**src/core/aarc_consts.svh**
```systemverilog
`ifndef AARC_CONSTS_SVH
`define AARC_CONSTS_SVH

// Register indices; byte address is four times the index
`define AARC_IDX_RX_SAFE      8'h0c
`define AARC_IDX_RX_CTRL      8'h17
`define AARC_IDX_SLOT_CTRL    8'h2c
`define AARC_IDX_ROLE_CTRL    8'h2e
`define AARC_IDX_SHORT_LO     8'h20
`define AARC_IDX_SHORT_HI     8'h21
`define AARC_IDX_NETID_LO     8'h22
`define AARC_IDX_NETID_HI     8'h23
`define AARC_IDX_EXT_B0       8'h24
`define AARC_IDX_EXT_B7       8'h2b
`define AARC_IDX_EXT_FEAT     8'h30
`define AARC_IDX_ALT_SFD      8'h31
`define AARC_IDX_STATUS       8'h32

// Writable bit masks; other bits read as zero
`define AARC_MASK_RX_SAFE     8'h80
`define AARC_MASK_RX_CTRL     8'h36
`define AARC_MASK_SLOT_CTRL   8'h01
`define AARC_MASK_ROLE_CTRL   8'hf8
`define AARC_MASK_EXT_FEAT    8'hf1

// Field positions
`define AARC_BIT_SAFE         7
`define AARC_BIT_PROMISC      1
`define AARC_BIT_ACK_TIME     2
`define AARC_BIT_RES_RX       4
`define AARC_BIT_RES_FILT     5
`define AARC_BIT_SLOTTED      0
`define AARC_BIT_COORD        3
`define AARC_BIT_ACK_SUPP     4
`define AARC_BIT_PEND         5
`define AARC_FLD_VER_HI       7
`define AARC_FLD_VER_LO       6
`define AARC_BIT_ANTENNA_DIVERSITY      0
`define AARC_FLD_PDT_HI       7
`define AARC_FLD_PDT_LO       4

// Reset values
`define AARC_RST_RX_SAFE      8'h00
`define AARC_RST_RX_CTRL      8'h00
`define AARC_RST_SLOT_CTRL    8'h00
`define AARC_RST_ROLE_CTRL    8'h40
`define AARC_RST_SHORT        16'hffff
`define AARC_RST_NETID        16'hffff
`define AARC_RST_EXT          64'h0000_0000_0000_0000
`define AARC_RST_EXT_FEAT     8'h00
`define AARC_RST_ALT_SFD      8'h00

// Frame fields
`define AARC_FT_BEACON        3'h0
`define AARC_FT_DATA          3'h1
`define AARC_FT_CMD           3'h3
`define AARC_AM_NONE          2'h0
`define AARC_AM_SHORT         2'h2
`define AARC_AM_EXT           2'h3
`define AARC_BCAST            16'hffff

// Timing
`define AARC_CLK_NS           100
`define AARC_SYMBOL_NS        16000
`define AARC_TURN_LONG_SYM    12
`define AARC_TURN_SHORT_SYM   2
`define AARC_TURN_LONG_CYC  ((`AARC_TURN_LONG_SYM * `AARC_SYMBOL_NS + `AARC_CLK_NS - 1) / `AARC_CLK_NS)
`define AARC_TURN_SHORT_CYC ((`AARC_TURN_SHORT_SYM * `AARC_SYMBOL_NS + `AARC_CLK_NS - 1) / `AARC_CLK_NS)
`define AARC_TCNT_W           11

// Bus answers
`define AARC_RESP_OKAY        2'h0
`define AARC_RESP_SLVERR      2'h2

`endif

```
**src/core/aarc_pkg.sv**
```systemverilog
package aarc_pkg;

	typedef enum logic [2:0] {
		AARC_IDLE = 3'b001,
		AARC_TURN = 3'b010,
		AARC_SLOT = 3'b100
	} aarc_state_t;

	// Parsed header of a received frame, valid with the frame end strobe
	typedef struct packed {
		logic        fcs_ok;
		logic [2:0]  frame_type;
		logic        ack_req;
		logic [1:0]  version;
		logic [1:0]  dst_mode;
		logic [1:0]  src_mode;
		logic [15:0] dst_pan;
		logic [15:0] src_pan;
		logic [15:0] dst_short;
		logic [63:0] dst_ext;
		logic        data_req;
		logic [7:0]  seq;
	} aarc_rx_hdr_t;

	typedef struct packed {
		logic [15:0] short_addr;
		logic [15:0] network_id;
		logic [63:0] ext_addr;
		logic        promiscuous_support;
		logic        reserved_type_receive_enable;
		logic        reserved_type_filter_enable;
		logic        coordinator_role;
		logic [1:0]  frame_version_select;
	} aarc_cfg_t;

	typedef struct packed {
		logic [7:0] seq;
		logic       frame_pending;
	} aarc_ack_t;

endpackage

```
**src/core/aarc_filter.sv**
```systemverilog
`timescale 1ns/1ps
`include "aarc_consts.svh"

module aarc_filter
	import aarc_pkg::*;
(
	input  wire logic         aclk,
	input  wire logic         aresetn,
	input  wire aarc_rx_hdr_t hdr,
	input  wire aarc_cfg_t    cfg,
	output logic              accept,
	output logic              ack_ok
);

	logic pan_ok;
	logic dst_ok;
	logic is_dc;
	logic is_res;
	logic third_ok;
	logic ver_ok;

	always_comb begin
		is_dc  = (hdr.frame_type == `AARC_FT_DATA) ||
		         (hdr.frame_type == `AARC_FT_CMD);
		is_res = hdr.frame_type[2];
		pan_ok = (hdr.dst_pan == cfg.network_id) ||
		         (hdr.dst_pan == `AARC_BCAST);
		unique case (hdr.dst_mode)
			`AARC_AM_SHORT: begin
				dst_ok = pan_ok &&
				         ((hdr.dst_short == cfg.short_addr) ||
				          (hdr.dst_short == `AARC_BCAST));
			end
			`AARC_AM_EXT: begin
				dst_ok = pan_ok && (hdr.dst_ext == cfg.ext_addr);
			end
			`AARC_AM_NONE: begin
				dst_ok = cfg.coordinator_role &&
				         (hdr.src_mode != `AARC_AM_NONE) &&
				         (hdr.src_pan == cfg.network_id);
			end
			default: begin
				dst_ok = 1'b0;
			end
		endcase
		if (hdr.frame_type == `AARC_FT_BEACON) begin
			third_ok = (cfg.network_id == `AARC_BCAST) ||
			           (hdr.src_pan == cfg.network_id);
		end else if (is_dc || (is_res && cfg.reserved_type_filter_enable)) begin
			third_ok = dst_ok;
		end else begin
			third_ok = is_res;
		end
		ver_ok = (hdr.version <= cfg.frame_version_select);
		if (cfg.promiscuous_support) begin
			accept = hdr.fcs_ok;
		end else begin
			accept = hdr.fcs_ok && third_ok &&
			         (!is_res || cfg.reserved_type_receive_enable);
		end
		ack_ok = accept && !cfg.promiscuous_support && hdr.ack_req &&
		         is_dc && ver_ok;
	end
endmodule

```
**src/core/aarc_ack_timer.sv**
```systemverilog
`timescale 1ns/1ps
`include "aarc_consts.svh"

module aarc_ack_timer (
	input  wire logic                    aclk,
	input  wire logic                    aresetn,
	input  wire logic                    start,
	input  wire logic [`AARC_TCNT_W-1:0] load,
	input  wire logic                    cancel,
	output logic                         done
);

	logic [`AARC_TCNT_W-1:0] cnt_reg;
	logic                    run_reg;

	assign done = run_reg && (cnt_reg == `AARC_TCNT_W'(1));

	always_ff @(posedge aclk) begin
		if (!aresetn) begin
			cnt_reg <= '0;
			run_reg <= 1'b0;
		end else if (start) begin
			cnt_reg <= load;
			run_reg <= 1'b1;
		end else if (cancel || done) begin
			run_reg <= 1'b0;
		end else if (run_reg) begin
			cnt_reg <= cnt_reg - `AARC_TCNT_W'(1);
		end
	end

endmodule

```
**src/core/aarc_top.sv**
```systemverilog
`timescale 1ns/1ps
`include "aarc_consts.svh"

module aarc_top
	import aarc_pkg::*;
(
	input  wire logic         aclk,
	input  wire logic         aresetn,
	input  wire logic [7:0]   s_axi_awaddr,
	input  wire logic         s_axi_awvalid,
	output logic              s_axi_awready,
	input  wire logic [31:0]  s_axi_wdata,
	input  wire logic [3:0]   s_axi_wstrb,
	input  wire logic         s_axi_wvalid,
	output logic              s_axi_wready,
	output logic [1:0]        s_axi_bresp,
	output logic              s_axi_bvalid,
	input  wire logic         s_axi_bready,
	input  wire logic [7:0]   s_axi_araddr,
	input  wire logic         s_axi_arvalid,
	output logic              s_axi_arready,
	output logic [31:0]       s_axi_rdata,
	output logic [1:0]        s_axi_rresp,
	output logic              s_axi_rvalid,
	input  wire logic         s_axi_rready,
	input  wire aarc_rx_hdr_t rx_hdr,
	input  wire logic         rx_frame_end,
	input  wire logic         rx_buffer_release,
	input  wire logic         sleep_transmit_trigger_pin,
	output logic              rx_frame_store,
	output logic              rx_buffer_locked,
	output logic              ack_tx_start,
	output aarc_ack_t         ack_tx,
	output logic [7:0]        alt_frame_delimiter,
	output logic              antenna_diversity,
	output logic [3:0]        rx_power_detect_threshold
);

	function automatic logic [7:0] byte_index(input logic [7:0] addr);
		byte_index = {2'h0, addr[7:2]};
	endfunction

	function automatic logic idx_mapped(input logic [7:0] idx);
		idx_mapped = (idx == `AARC_IDX_RX_SAFE) ||
		             (idx == `AARC_IDX_RX_CTRL) ||
		             (idx == `AARC_IDX_SLOT_CTRL) ||
		             (idx == `AARC_IDX_ROLE_CTRL) ||
		             ((idx >= `AARC_IDX_SHORT_LO) &&
		              (idx <= `AARC_IDX_EXT_B7)) ||
		             ((idx >= `AARC_IDX_EXT_FEAT) &&
		              (idx <= `AARC_IDX_STATUS));
	endfunction

	// Bit offset of an extended address byte, byte 0 at the bottom
	function automatic logic [5:0] ext_lsb(input logic [7:0] idx);
		logic [7:0] off;
		off     = idx - `AARC_IDX_EXT_B0;
		ext_lsb = {off[2:0], 3'h0};
	endfunction

	// Register storage
	logic [7:0]  safe_reg;
	logic [7:0]  rx_ctrl_reg;
	logic [7:0]  slot_ctrl_reg;
	logic [7:0]  role_ctrl_reg;
	logic [15:0] short_addr_reg;
	logic [15:0] network_id_reg;
	logic [63:0] ext_addr_reg;
	logic [7:0]  ext_feat_reg;
	logic [7:0]  alt_sfd_reg;

	// Bus slave state
	logic        aw_full_reg;
	logic        w_full_reg;
	logic [7:0]  aw_idx_reg;
	logic [7:0]  w_data_reg;
	logic        w_strb_reg;
	logic        bvalid_reg;
	logic [1:0]  bresp_reg;
	logic        rvalid_reg;
	logic [31:0] rdata_reg;
	logic [1:0]  rresp_reg;
	logic        wr_en;
	logic [7:0]  ar_idx;
	logic [7:0]  rd_next;

	// Receive and acknowledge state
	aarc_state_t state_reg;
	aarc_state_t state_next;
	aarc_cfg_t   cfg;
	aarc_ack_t   ack_next;
	aarc_ack_t   ack_reg;
	logic        ack_start_reg;
	logic        store_reg;
	logic        locked_reg;
	logic        trig_prev_reg;
	logic        trig_rise;
	logic        accept;
	logic        ack_ok;
	logic        ack_go;
	logic        timer_done;
	logic        slotted_lat_reg;
	logic        short_lat_reg;
	logic [`AARC_TCNT_W-1:0] turn_load;
	logic [11:0] since_end_reg;

	assign s_axi_awready = !aw_full_reg && !bvalid_reg;
	assign s_axi_wready  = !w_full_reg && !bvalid_reg;
	assign s_axi_bvalid  = bvalid_reg;
	assign s_axi_bresp   = bresp_reg;
	assign s_axi_arready = !rvalid_reg;
	assign s_axi_rvalid  = rvalid_reg;
	assign s_axi_rdata   = rdata_reg;
	assign s_axi_rresp   = rresp_reg;
	assign wr_en         = aw_full_reg && w_full_reg && !bvalid_reg;
	assign ar_idx        = byte_index(s_axi_araddr);

	// Write address and data are taken in either order
	always_ff @(posedge aclk) begin
		if (!aresetn) begin
			aw_full_reg <= 1'b0;
			aw_idx_reg  <= 8'h00;
		end else if (s_axi_awvalid && s_axi_awready) begin
			aw_full_reg <= 1'b1;
			aw_idx_reg  <= byte_index(s_axi_awaddr);
		end else if (wr_en) begin
			aw_full_reg <= 1'b0;
		end
	end

	always_ff @(posedge aclk) begin
		if (!aresetn) begin
			w_full_reg <= 1'b0;
			w_data_reg <= 8'h00;
			w_strb_reg <= 1'b0;
		end else if (s_axi_wvalid && s_axi_wready) begin
			w_full_reg <= 1'b1;
			w_data_reg <= s_axi_wdata[7:0];
			w_strb_reg <= s_axi_wstrb[0];
		end else if (wr_en) begin
			w_full_reg <= 1'b0;
		end
	end

	always_ff @(posedge aclk) begin
		if (!aresetn) begin
			bvalid_reg <= 1'b0;
			bresp_reg  <= `AARC_RESP_OKAY;
		end else if (wr_en) begin
			bvalid_reg <= 1'b1;
			bresp_reg  <= idx_mapped(aw_idx_reg) ? `AARC_RESP_OKAY
			                                     : `AARC_RESP_SLVERR;
		end else if (s_axi_bready) begin
			bvalid_reg <= 1'b0;
		end
	end

	// Configuration writes; status register is read only
	always_ff @(posedge aclk) begin
		if (!aresetn) begin
			safe_reg       <= `AARC_RST_RX_SAFE;
			rx_ctrl_reg    <= `AARC_RST_RX_CTRL;
			slot_ctrl_reg  <= `AARC_RST_SLOT_CTRL;
			role_ctrl_reg  <= `AARC_RST_ROLE_CTRL;
			short_addr_reg <= `AARC_RST_SHORT;
			network_id_reg <= `AARC_RST_NETID;
			ext_addr_reg   <= `AARC_RST_EXT;
			ext_feat_reg   <= `AARC_RST_EXT_FEAT;
			alt_sfd_reg    <= `AARC_RST_ALT_SFD;
		end else if (wr_en && w_strb_reg) begin
			unique case (aw_idx_reg)
				`AARC_IDX_RX_SAFE:
					safe_reg <= w_data_reg & `AARC_MASK_RX_SAFE;
				`AARC_IDX_RX_CTRL:
					rx_ctrl_reg <= w_data_reg & `AARC_MASK_RX_CTRL;
				`AARC_IDX_SLOT_CTRL:
					slot_ctrl_reg <= w_data_reg & `AARC_MASK_SLOT_CTRL;
				`AARC_IDX_ROLE_CTRL:
					role_ctrl_reg <= w_data_reg & `AARC_MASK_ROLE_CTRL;
				`AARC_IDX_SHORT_LO: short_addr_reg[7:0]  <= w_data_reg;
				`AARC_IDX_SHORT_HI: short_addr_reg[15:8] <= w_data_reg;
				`AARC_IDX_NETID_LO: network_id_reg[7:0]  <= w_data_reg;
				`AARC_IDX_NETID_HI: network_id_reg[15:8] <= w_data_reg;
				`AARC_IDX_EXT_FEAT:
					ext_feat_reg <= w_data_reg & `AARC_MASK_EXT_FEAT;
				`AARC_IDX_ALT_SFD: alt_sfd_reg <= w_data_reg;
				default: begin
					if ((aw_idx_reg >= `AARC_IDX_EXT_B0) &&
					    (aw_idx_reg <= `AARC_IDX_EXT_B7)) begin
						ext_addr_reg[ext_lsb(aw_idx_reg) +: 8]
							<= w_data_reg;
					end
				end
			endcase
		end
	end

	always_comb begin
		rd_next = 8'h00;
		unique case (ar_idx)
			`AARC_IDX_RX_SAFE:   rd_next = safe_reg;
			`AARC_IDX_RX_CTRL:   rd_next = rx_ctrl_reg;
			`AARC_IDX_SLOT_CTRL: rd_next = slot_ctrl_reg;
			`AARC_IDX_ROLE_CTRL: rd_next = role_ctrl_reg;
			`AARC_IDX_SHORT_LO:  rd_next = short_addr_reg[7:0];
			`AARC_IDX_SHORT_HI:  rd_next = short_addr_reg[15:8];
			`AARC_IDX_NETID_LO:  rd_next = network_id_reg[7:0];
			`AARC_IDX_NETID_HI:  rd_next = network_id_reg[15:8];
			`AARC_IDX_EXT_FEAT:  rd_next = ext_feat_reg;
			`AARC_IDX_ALT_SFD:   rd_next = alt_sfd_reg;
			`AARC_IDX_STATUS:    rd_next = {4'h0, locked_reg, state_reg};
			default: begin
				if ((ar_idx >= `AARC_IDX_EXT_B0) &&
				    (ar_idx <= `AARC_IDX_EXT_B7)) begin
					rd_next = ext_addr_reg[ext_lsb(ar_idx) +: 8];
				end
			end
		endcase
	end

	always_ff @(posedge aclk) begin
		if (!aresetn) begin
			rvalid_reg <= 1'b0;
			rdata_reg  <= 32'h0000_0000;
			rresp_reg  <= `AARC_RESP_OKAY;
		end else if (s_axi_arvalid && s_axi_arready) begin
			rvalid_reg <= 1'b1;
			rdata_reg  <= {24'h00_0000, rd_next};
			rresp_reg  <= idx_mapped(ar_idx) ? `AARC_RESP_OKAY
			                                 : `AARC_RESP_SLVERR;
		end else if (s_axi_rready) begin
			rvalid_reg <= 1'b0;
		end
	end

	// Side settings stay independent of the receive mode
	assign alt_frame_delimiter       = alt_sfd_reg;
	assign antenna_diversity         = ext_feat_reg[`AARC_BIT_ANTENNA_DIVERSITY];
	assign rx_power_detect_threshold =
		ext_feat_reg[`AARC_FLD_PDT_HI:`AARC_FLD_PDT_LO];

	always_comb begin
		cfg.short_addr                   = short_addr_reg;
		cfg.network_id                   = network_id_reg;
		cfg.ext_addr                     = ext_addr_reg;
		cfg.promiscuous_support          = rx_ctrl_reg[`AARC_BIT_PROMISC];
		cfg.reserved_type_receive_enable = rx_ctrl_reg[`AARC_BIT_RES_RX];
		cfg.reserved_type_filter_enable  = rx_ctrl_reg[`AARC_BIT_RES_FILT];
		cfg.coordinator_role             = role_ctrl_reg[`AARC_BIT_COORD];
		cfg.frame_version_select         =
			role_ctrl_reg[`AARC_FLD_VER_HI:`AARC_FLD_VER_LO];
	end

	aarc_filter u_filter (
		.aclk    (aclk),
		.aresetn (aresetn),
		.hdr     (rx_hdr),
		.cfg     (cfg),
		.accept  (accept),
		.ack_ok  (ack_ok)
	);

	// Ack is taken only while idle and not suppressed
	assign ack_go = rx_frame_end && ack_ok && (state_reg == AARC_IDLE) &&
	                !role_ctrl_reg[`AARC_BIT_ACK_SUPP];
	assign turn_load = rx_ctrl_reg[`AARC_BIT_ACK_TIME] ?
		`AARC_TCNT_W'(`AARC_TURN_SHORT_CYC) :
		`AARC_TCNT_W'(`AARC_TURN_LONG_CYC);
	assign trig_rise = sleep_transmit_trigger_pin && !trig_prev_reg;

	aarc_ack_timer u_timer (
		.aclk    (aclk),
		.aresetn (aresetn),
		.start   (ack_go),
		.load    (turn_load),
		.cancel  (1'b0),
		.done    (timer_done)
	);

	always_comb begin
		state_next = state_reg;
		unique case (state_reg)
			AARC_IDLE: if (ack_go) state_next = AARC_TURN;
			AARC_TURN: begin
				if (timer_done) begin
					state_next = slotted_lat_reg ? AARC_SLOT : AARC_IDLE;
				end
			end
			AARC_SLOT: if (trig_rise) state_next = AARC_IDLE;
			default: state_next = AARC_IDLE;
		endcase
	end

	always_comb begin
		ack_next.seq           = rx_hdr.seq;
		ack_next.frame_pending = rx_hdr.data_req &&
		                         role_ctrl_reg[`AARC_BIT_PEND];
	end

	always_ff @(posedge aclk) begin
		if (!aresetn) begin
			state_reg       <= AARC_IDLE;
			trig_prev_reg   <= 1'b0;
			slotted_lat_reg <= 1'b0;
			short_lat_reg   <= 1'b0;
			ack_reg         <= '0;
		end else begin
			state_reg     <= state_next;
			trig_prev_reg <= sleep_transmit_trigger_pin;
			if (ack_go) begin
				slotted_lat_reg <= slot_ctrl_reg[`AARC_BIT_SLOTTED];
				short_lat_reg   <= rx_ctrl_reg[`AARC_BIT_ACK_TIME];
				ack_reg         <= ack_next;
			end
		end
	end

	always_ff @(posedge aclk) begin
		if (!aresetn) begin
			ack_start_reg <= 1'b0;
		end else begin
			ack_start_reg <= ((state_reg == AARC_TURN) && timer_done &&
			                  !slotted_lat_reg) ||
			                 ((state_reg == AARC_SLOT) && trig_rise);
		end
	end

	assign ack_tx_start = ack_start_reg;
	assign ack_tx       = ack_reg;

	// Accepted frames stored only while the buffer is free; set beats release
	always_ff @(posedge aclk) begin
		if (!aresetn) begin
			store_reg  <= 1'b0;
			locked_reg <= 1'b0;
		end else begin
			store_reg <= rx_frame_end && accept && !locked_reg;
			if (rx_frame_end && accept && !locked_reg &&
			    safe_reg[`AARC_BIT_SAFE]) begin
				locked_reg <= 1'b1;
			end else if (rx_buffer_release) begin
				locked_reg <= 1'b0;
			end
		end
	end

	assign rx_frame_store   = store_reg;
	assign rx_buffer_locked = locked_reg;

	// Cycles since the frame end that started the current ack
	always_ff @(posedge aclk) begin
		if (!aresetn) begin
			since_end_reg <= 12'h000;
		end else if (ack_go) begin
			since_end_reg <= 12'h001;
		end else if (since_end_reg != 12'hfff) begin
			since_end_reg <= since_end_reg + 12'h001;
		end
	end
endmodule

```
**config.mk**
```make
export PLATFORM = sky130hd
export DESIGN_NAME = aarc_top
export DESIGN_NICKNAME = d
export VERILOG_FILES = /design/src/core/aarc_pkg.sv /design/src/core/aarc_filter.sv /design/src/core/aarc_ack_timer.sv /design/src/core/aarc_top.sv
export VERILOG_INCLUDE_DIRS = /design/src /design/src/core
export SDC_FILE = /design/constraint.sdc
export NUM_CORES = 1
export LEC_CHECK = 0
export CAP_MARGIN = 20
export CORE_MARGIN = 2
export CORE_UTILIZATION = 60
export DETAILED_ROUTE_END_ITERATION = 16
export DONT_BUFFER_PORTS = 1
export PLACE_DENSITY = 0.8
export SYNTH_ARGS = -nofsm -noshare
export SYNTH_HDL_FRONTEND = slang
export SYNTH_HIERARCHICAL = 1
export SYNTH_SLANG_ARGS = --single-unit
```
**constraint.sdc**
```tcl
create_clock -name aclk -period 4.1 [get_ports aclk]
set_input_delay 0.205 -clock aclk [delete_from_list [all_inputs] [get_ports aclk]]
set_output_delay 0.205 -clock aclk [all_outputs]
set_load 0.03 [all_outputs]
```
* After elaboration in Yosys (flattened, before gate mapping)
Index checks and enable logic that the tools add are counted.
** Word-level totals
- Output and inout port bits :: 66
- Word-level logic and storage cells :: 207
- Input port bits :: 194
- Register bits after elaboration :: 180
** Operators by class
- Muxes and demuxes :: 29
- Bitwise operators :: 1
- Shift operators :: 3
- Reductions and logical operators :: 88
- Add/sub/neg operators :: 4
- Magnitude comparators :: 11
- Equal/unequal tests :: 40
** Operators by type and width (count)
- 6-bit equality test, second input constant :: 17
- 8-bit case mux with 11 select lines :: 1
- 64-bit bitwise mux :: 1
- 64-bit equality test :: 1
- 8-bit by 8-bit variable shift with 64-bit output, first input constant :: 1
- 64-bit by 7-bit indexed part select with 8-bit output :: 1
- 8-bit by 8-bit indexed part select with 64-bit output :: 1
- 16-bit equality test :: 3
- 16-bit equality test, second input constant :: 3
- 11-bit two-way mux :: 4
- 1-bit logical AND :: 37
- 6-bit greater-or-equal comparator, second input constant :: 6
- 6-bit <= comparator, second input constant :: 4
- 2-bit AND reduction :: 11
- 1-bit logical OR :: 17
- 2-bit nonzero test :: 8
- 1-bit two-way mux :: 14
- 6-bit by 4-bit equality test with 1-bit output, second input constant :: 2
- 6-bit by 5-bit equality test with 1-bit output, second input constant :: 2
- 3-bit two-way mux :: 4
- 11-bit by 1-bit equality test with 1-bit output, second input constant :: 1
- 11-bit by 1-bit subtractor with 11-bit output, second input constant :: 1
- 1-bit zero test :: 10
- 10-bit OR reduction :: 1
- other kinds (16) :: 25

* Longest topological paths before layout
- Word-level depth :: 18
- Mapped depth :: 14
- Mapped depth without buffers :: 12

* Modules after synthesis
The synthesis kept the hierarchy.
** By module, submodules not included
- aarc_top :: cells each 880, times used 1, area an instance 8212.9 um^2, sequential area each 3323.2 um^2
- aarc_filter :: cells each 187, times used 1, area an instance 1455.1 um^2, sequential area each 0.0 um^2
- aarc_ack_timer :: cells each 91, times used 1, area an instance 720.7 um^2, sequential area each 240.2 um^2

* Worst setup path after synthesis
No wires, ideal clock.
- Kind :: register -> register
- Start point :: reg ext_addr_reg[24]
- End point :: reg u_timer.cnt_reg[2]
- Path buffers :: 2
- Cell stages (with the launch flop) :: 15
- Slack :: 1206 ps
- Setup time :: 136 ps
- Required time :: 3964 ps
- Clock period less this slack :: 2894 ps
- Arrival time :: 2759 ps
- Path through :: dfxtp_1 xor2_1 nor4_1 nand4_1 nor4_1 o211ai_1 a2111oi_2 nand4_1 or2_2 inv_1 buf_2 inv_1 clkbuf_1 o21ai_0 a31oi_1
** Between the ends
- Word-level cells in the longest chain between the ends :: 17
- Elaborated cells between the ends (all ways) :: 19
- Those cells by class :: eq/ne (2); mux (5); reduce/logical (12)
** RTL lines
- start, declared :: RTL line aarc_top.sv:68 : logic [63:0] ext_addr_reg;
- start signal, assigned :: RTL line aarc_top.sv:167 : ext_addr_reg <= `AARC_RST_EXT;
- 64-bit equality test (*) :: RTL line aarc_filter.sv:35 : dst_ok = pan_ok && (hdr.dst_ext == cfg.ext_addr);
- 1-bit logical AND (*) :: RTL line aarc_filter.sv:35
- 1-bit case mux with 3 select lines (*) :: RTL line aarc_filter.sv:28 : unique case (hdr.dst_mode)
- 1-bit two-way mux (*) :: RTL line aarc_filter.sv:49 : end else if (is_dc || (is_res && cfg.reserved_type_filter_enable)) begin
- 1-bit two-way mux (*) :: RTL line aarc_filter.sv:46 : if (hdr.frame_type == `AARC_FT_BEACON) begin
- 1-bit logical AND (*) (2 in series) :: RTL line aarc_filter.sv:58 : accept = hdr.fcs_ok && third_ok &&
- 1-bit two-way mux (*) :: RTL line aarc_filter.sv:55 : if (cfg.promiscuous_support) begin
- 1-bit logical AND (*) (3 in series) :: RTL line aarc_filter.sv:61 : ack_ok = accept && !cfg.promiscuous_support && hdr.ack_req &&
- 1-bit logical AND (*) :: RTL line aarc_filter.sv:62 : is_dc && ver_ok;
- net ack_ok :: RTL line aarc_top.sv:99 : logic ack_ok;
- 1-bit logical AND (*) (3 in series) :: RTL line aarc_top.sv:264 : assign ack_go = rx_frame_end && ack_ok && (state_reg == AARC_IDLE) &&
- net ack_go :: RTL line aarc_top.sv:100 : logic ack_go;
- 2-bit != test (no source line) or 2-bit nonzero test (tied branches)
- 2-bit AND reduction (no source line)
- end signal, assigned :: RTL line aarc_ack_timer.sv:23 : cnt_reg <= load;
- end signal, assigned :: RTL line aarc_ack_timer.sv:28 : cnt_reg <= cnt_reg - `AARC_TCNT_W'(1);
- end, declared :: RTL line aarc_ack_timer.sv:13 : logic [`AARC_TCNT_W-1:0] cnt_reg;
The timed path passes the listed nets; every way through them passes the cells marked *.
A chain may end at the register's enable or synchronous reset.

* Worst setup path after layout
- Start point :: reg ext_addr_reg[24]
- End point :: reg u_timer.cnt_reg[10]
** Between the ends
- Word-level cells in the longest chain between the ends :: 17
- Elaborated cells between the ends (all ways) :: 19
- Those cells by class :: eq/ne (2); mux (5); reduce/logical (12)
** RTL lines (RTL line)
- 64-bit equality test (*) :: aarc_filter.sv:35
- 1-bit logical AND (*) :: aarc_filter.sv:35
- 1-bit case mux with 3 select lines (*) :: aarc_filter.sv:28
- 1-bit two-way mux (*) :: aarc_filter.sv:49
- 1-bit two-way mux (*) :: aarc_filter.sv:46
- 1-bit logical AND (*) (2 in series) :: aarc_filter.sv:58
- 1-bit two-way mux (*) :: aarc_filter.sv:55
- 1-bit logical AND (*) (3 in series) :: aarc_filter.sv:61
- 1-bit logical AND (*) :: aarc_filter.sv:62
- net ack_ok :: aarc_top.sv:99
- 1-bit logical AND (*) (3 in series) :: aarc_top.sv:264
- 2-bit != test (no source line) or 2-bit nonzero test (tied branches)
- 2-bit AND reduction (no source line)
Marks and branches as above.

==> flow_summary.yaml <==
yosys:
  synthFlopType: "dfxtp_1"
  synth-seq-cells: 178
  yosysWarnings: 6
  synth-seq-area-share: 0.343
  synth_edf_count: 0
  ys_types: 84
  synth-async-reset-ratio: 0
  syn_area_um2: 10400
  syn_inst: 1158
  syn_area_per_cell_um2: 8.97
final_layout:
  utilization: 0.657
  layout_common_cells: "178 x dfxtp_1, 120 x nand2_1, 98 x nand3_1, 85 x nor2b_1, 74 x mux2i_1"
  largest_register_ffs: 64
  mostFrequentLayoutCell: "dfxtp_1"
  fin_nets: 1359
  final.fill_count: 1398
  syn_to_final_growth_pct: 8.20
  diodes: 0
  drive_gt1_frac: 0.0754
drt:
  drtIter0Drc: 912
  antenna_left: 0
  dr.pass1.iters: 5
  via_per_inst: 6.48
  drc: 0
  vias: 9027
  wirelength_um: 30500
  routedWlPerCell_um: 21.9
sta:
  finalHoldViolCount: 0
  slew-limit-headroom: 0.325
  tns_ns: 0
  clock-skew-final_ns: 0.00804
  min_period_over_period: 0.837
  max_freq_ghz: 0.292
  slew_violations: 0
  rsz0062_at_grt: "false"
  tightest_slew_ns: 1.01
  layout_min_cycle_time_ns: 3.43
  finalSetupViolations: 0
worst_setup_path:
  worstSetupEndpointType: "flip-flop"
  timing.rr.end: "u_timer/cnt_reg[10]"
  required_ns: 4.41
  reg2regPathDepth: 14
  crit_path_end: "u_timer/cnt_reg[10]"
  path_max_fanout: 22
  worst-setup-path-type: "reg2reg"
  crit_start: "ext_addr_reg[24]"
  rrSetupSlack_ns: 0.67
  cp-start-kind: "flip-flop"
  r2r-start: "ext_addr_reg[24]"
  cp.arrival_ns: 3.74
pwr:
  ir_worst_vdd_mv: 0.336
  p_leak_nw: 4.53
  p_total_mw: 3.75
  power_density_nw_per_um2: 333
floorplanning:
  fp-row-count: 48
  coreArea_um2: 17100
  die_w_um: 136
  start_util: 0.607
  pin_count: 260
  die_height_um: 136
  dieArea_um2: 18400
cts:
  clkLatencyLatePin_ns: 0.43
  clockRootBuffer: "clkbuf_16"
  cts.clk_slew.worst_paths_ns: 0.06
  postCtsSetupBuffers: 0
  cts_htree_levels: 4
  cts_tree: "done"
  cts.repair.resized: 0
  clock_sinks: 178
  cts_buffer_depth: 2
  numCtsBuffers: 17
  ctsHoldBuffers: 32
place:
  dp_hpwl_um: 21400
  routabilityCongestion: 0.991
  portBuffers: 0
grt:
  grt_max_degree: 185
  grt_use_total: 0.324
  grt_pass1_wl_um: 46000
  gr-total-overflow: 0
  grt_pass1_vias: 8407
  antenna_found_initial: 0
flow_run:
  drv_cap: 0
run_status:
  status: "finished, final reports clean"
hold_path:
  hp-start: "aresetn"
  hp-class: "in2reg"
-- metal layers --
| layer | global-route usage | up-vias | share of wire |
|---|---|---|---|
| met5 | 0 | - | 0 |
| met4 | 0.159 | 0 | 0.042 |
| met3 | 0.0890 | 96 | 0.096 |
| met2 | 0.499 | 501 | 0.46 |
| met1 | 0.420 | 4352 | 0.40 |
| li1 | - | 4078 | - |
-- cell type report --
class,instances,area (µm²),share of cell area
multi-input combinational,899,6350,0.565
sequential,178,3560,0.317
clock buffer,22,464,0.0413
timing repair buffer,40,398,0.0354
tap,225,282,0.0250
clock inverter,9,108,0.00957
inverter,19,71.3,0.00634
-- worst min path at each step --
stage | slack, ns | to | cells after the start
floorplan | 0.33 | trig_prev_reg | 1
global placement | 0.30 | network_id_reg[5] | 1
detailed placement | 0.30 | role_ctrl_reg[6] | 1
CTS | 0.01 | rx_frame_store | 1
global route | 0.004 | rx_frame_store | 1
finish | 0.02 | rx_frame_store | 1
-- kinds of logic (layout without fill, tap and decap cells) --
| logic type | count (synthesis) | after routing | share of synthesized area |
|---|---|---|---|
| simple gates | 470 | 470 | 0.251 |
| flops | 178 | 178 | 0.343 |
| compound gates | 172 | 172 | 0.124 |
| xor+xnor | 114 | 114 | 0.0968 |
| buf+inv | 114 | 90 | 0.0577 |
| mux | 98 | 98 | 0.115 |
| fa+ha+maj | 10 | 10 | 0.0120 |
| other cells | 2 | 35 | 0.000723 |
-- cells in the mapped netlist, types with 10 or more instances --
library cell / n / share of area
nand4_1: 31 / 0.019
buf_4: 32 / 0.023
xor2_1: 64 / 0.054
nor2b_1: 85 / 0.051
clkbuf_1: 35 / 0.013
nor3b_1: 10 / 0.0072
o21ai_0: 44 / 0.021
a21oi_1: 21 / 0.010
nand2_1: 120 / 0.043
nor2_1: 23 / 0.0083
a21boi_0: 29 / 0.021
and3_1: 12 / 0.0072
nand3_1: 98 / 0.047
mux2i_1: 74 / 0.071
ha_1: 10 / 0.012
dfxtp_1: 178 / 0.34
inv_1: 19 / 0.0069
nor4_1: 26 / 0.016
nand2b_1: 14 / 0.0084
mux4_2: 16 / 0.035
xnor2_1: 49 / 0.041
buf_2: 23 / 0.011
-- through the flow --
step | cell area (µm²) | setup WS, ns | hold WS [ns] | cells
floorplan | 10500 | 1.21 | 0.327 | 1191
global placement | 10300 | 0.741 | 0.297 | 1329
detailed placement | 10300 | 0.733 | 0.304 | 1329
CTS | 11200 | 0.717 | 0.00955 | 1392
global route | 11200 | 0.452 | 0.00397 | 1392
finish | 11200 | 0.670 | 0.0232 | 1392
-- where the power goes --
group	internal, mW	leakage (nW)	switching, mW	total [mW]
Combinational	0.142	2.81	0.193	0.335
Clock	0.925	0.276	0.667	1.59
Sequential	1.75	1.44	0.0723	1.82
Total	2.82	4.53	0.932	3.75
-- critical path, stage by stage (launching register included) --
cell and delay, ns:
dfxtp_1 0.33, xor2_1 0.17, nor4_1 0.34, nand4_1 0.17, nor4_1 0.31, buf_4 0.19, o211ai_1 0.11, a2111oi_2 0.43
nand4_1 0.16, or2_2 0.41, inv_1 0.10, buf_4 0.25, nor2b_1 0.09, a22oi_1 0.15, a21oi_1 0.09
Power figures use the tool's default switching activity.
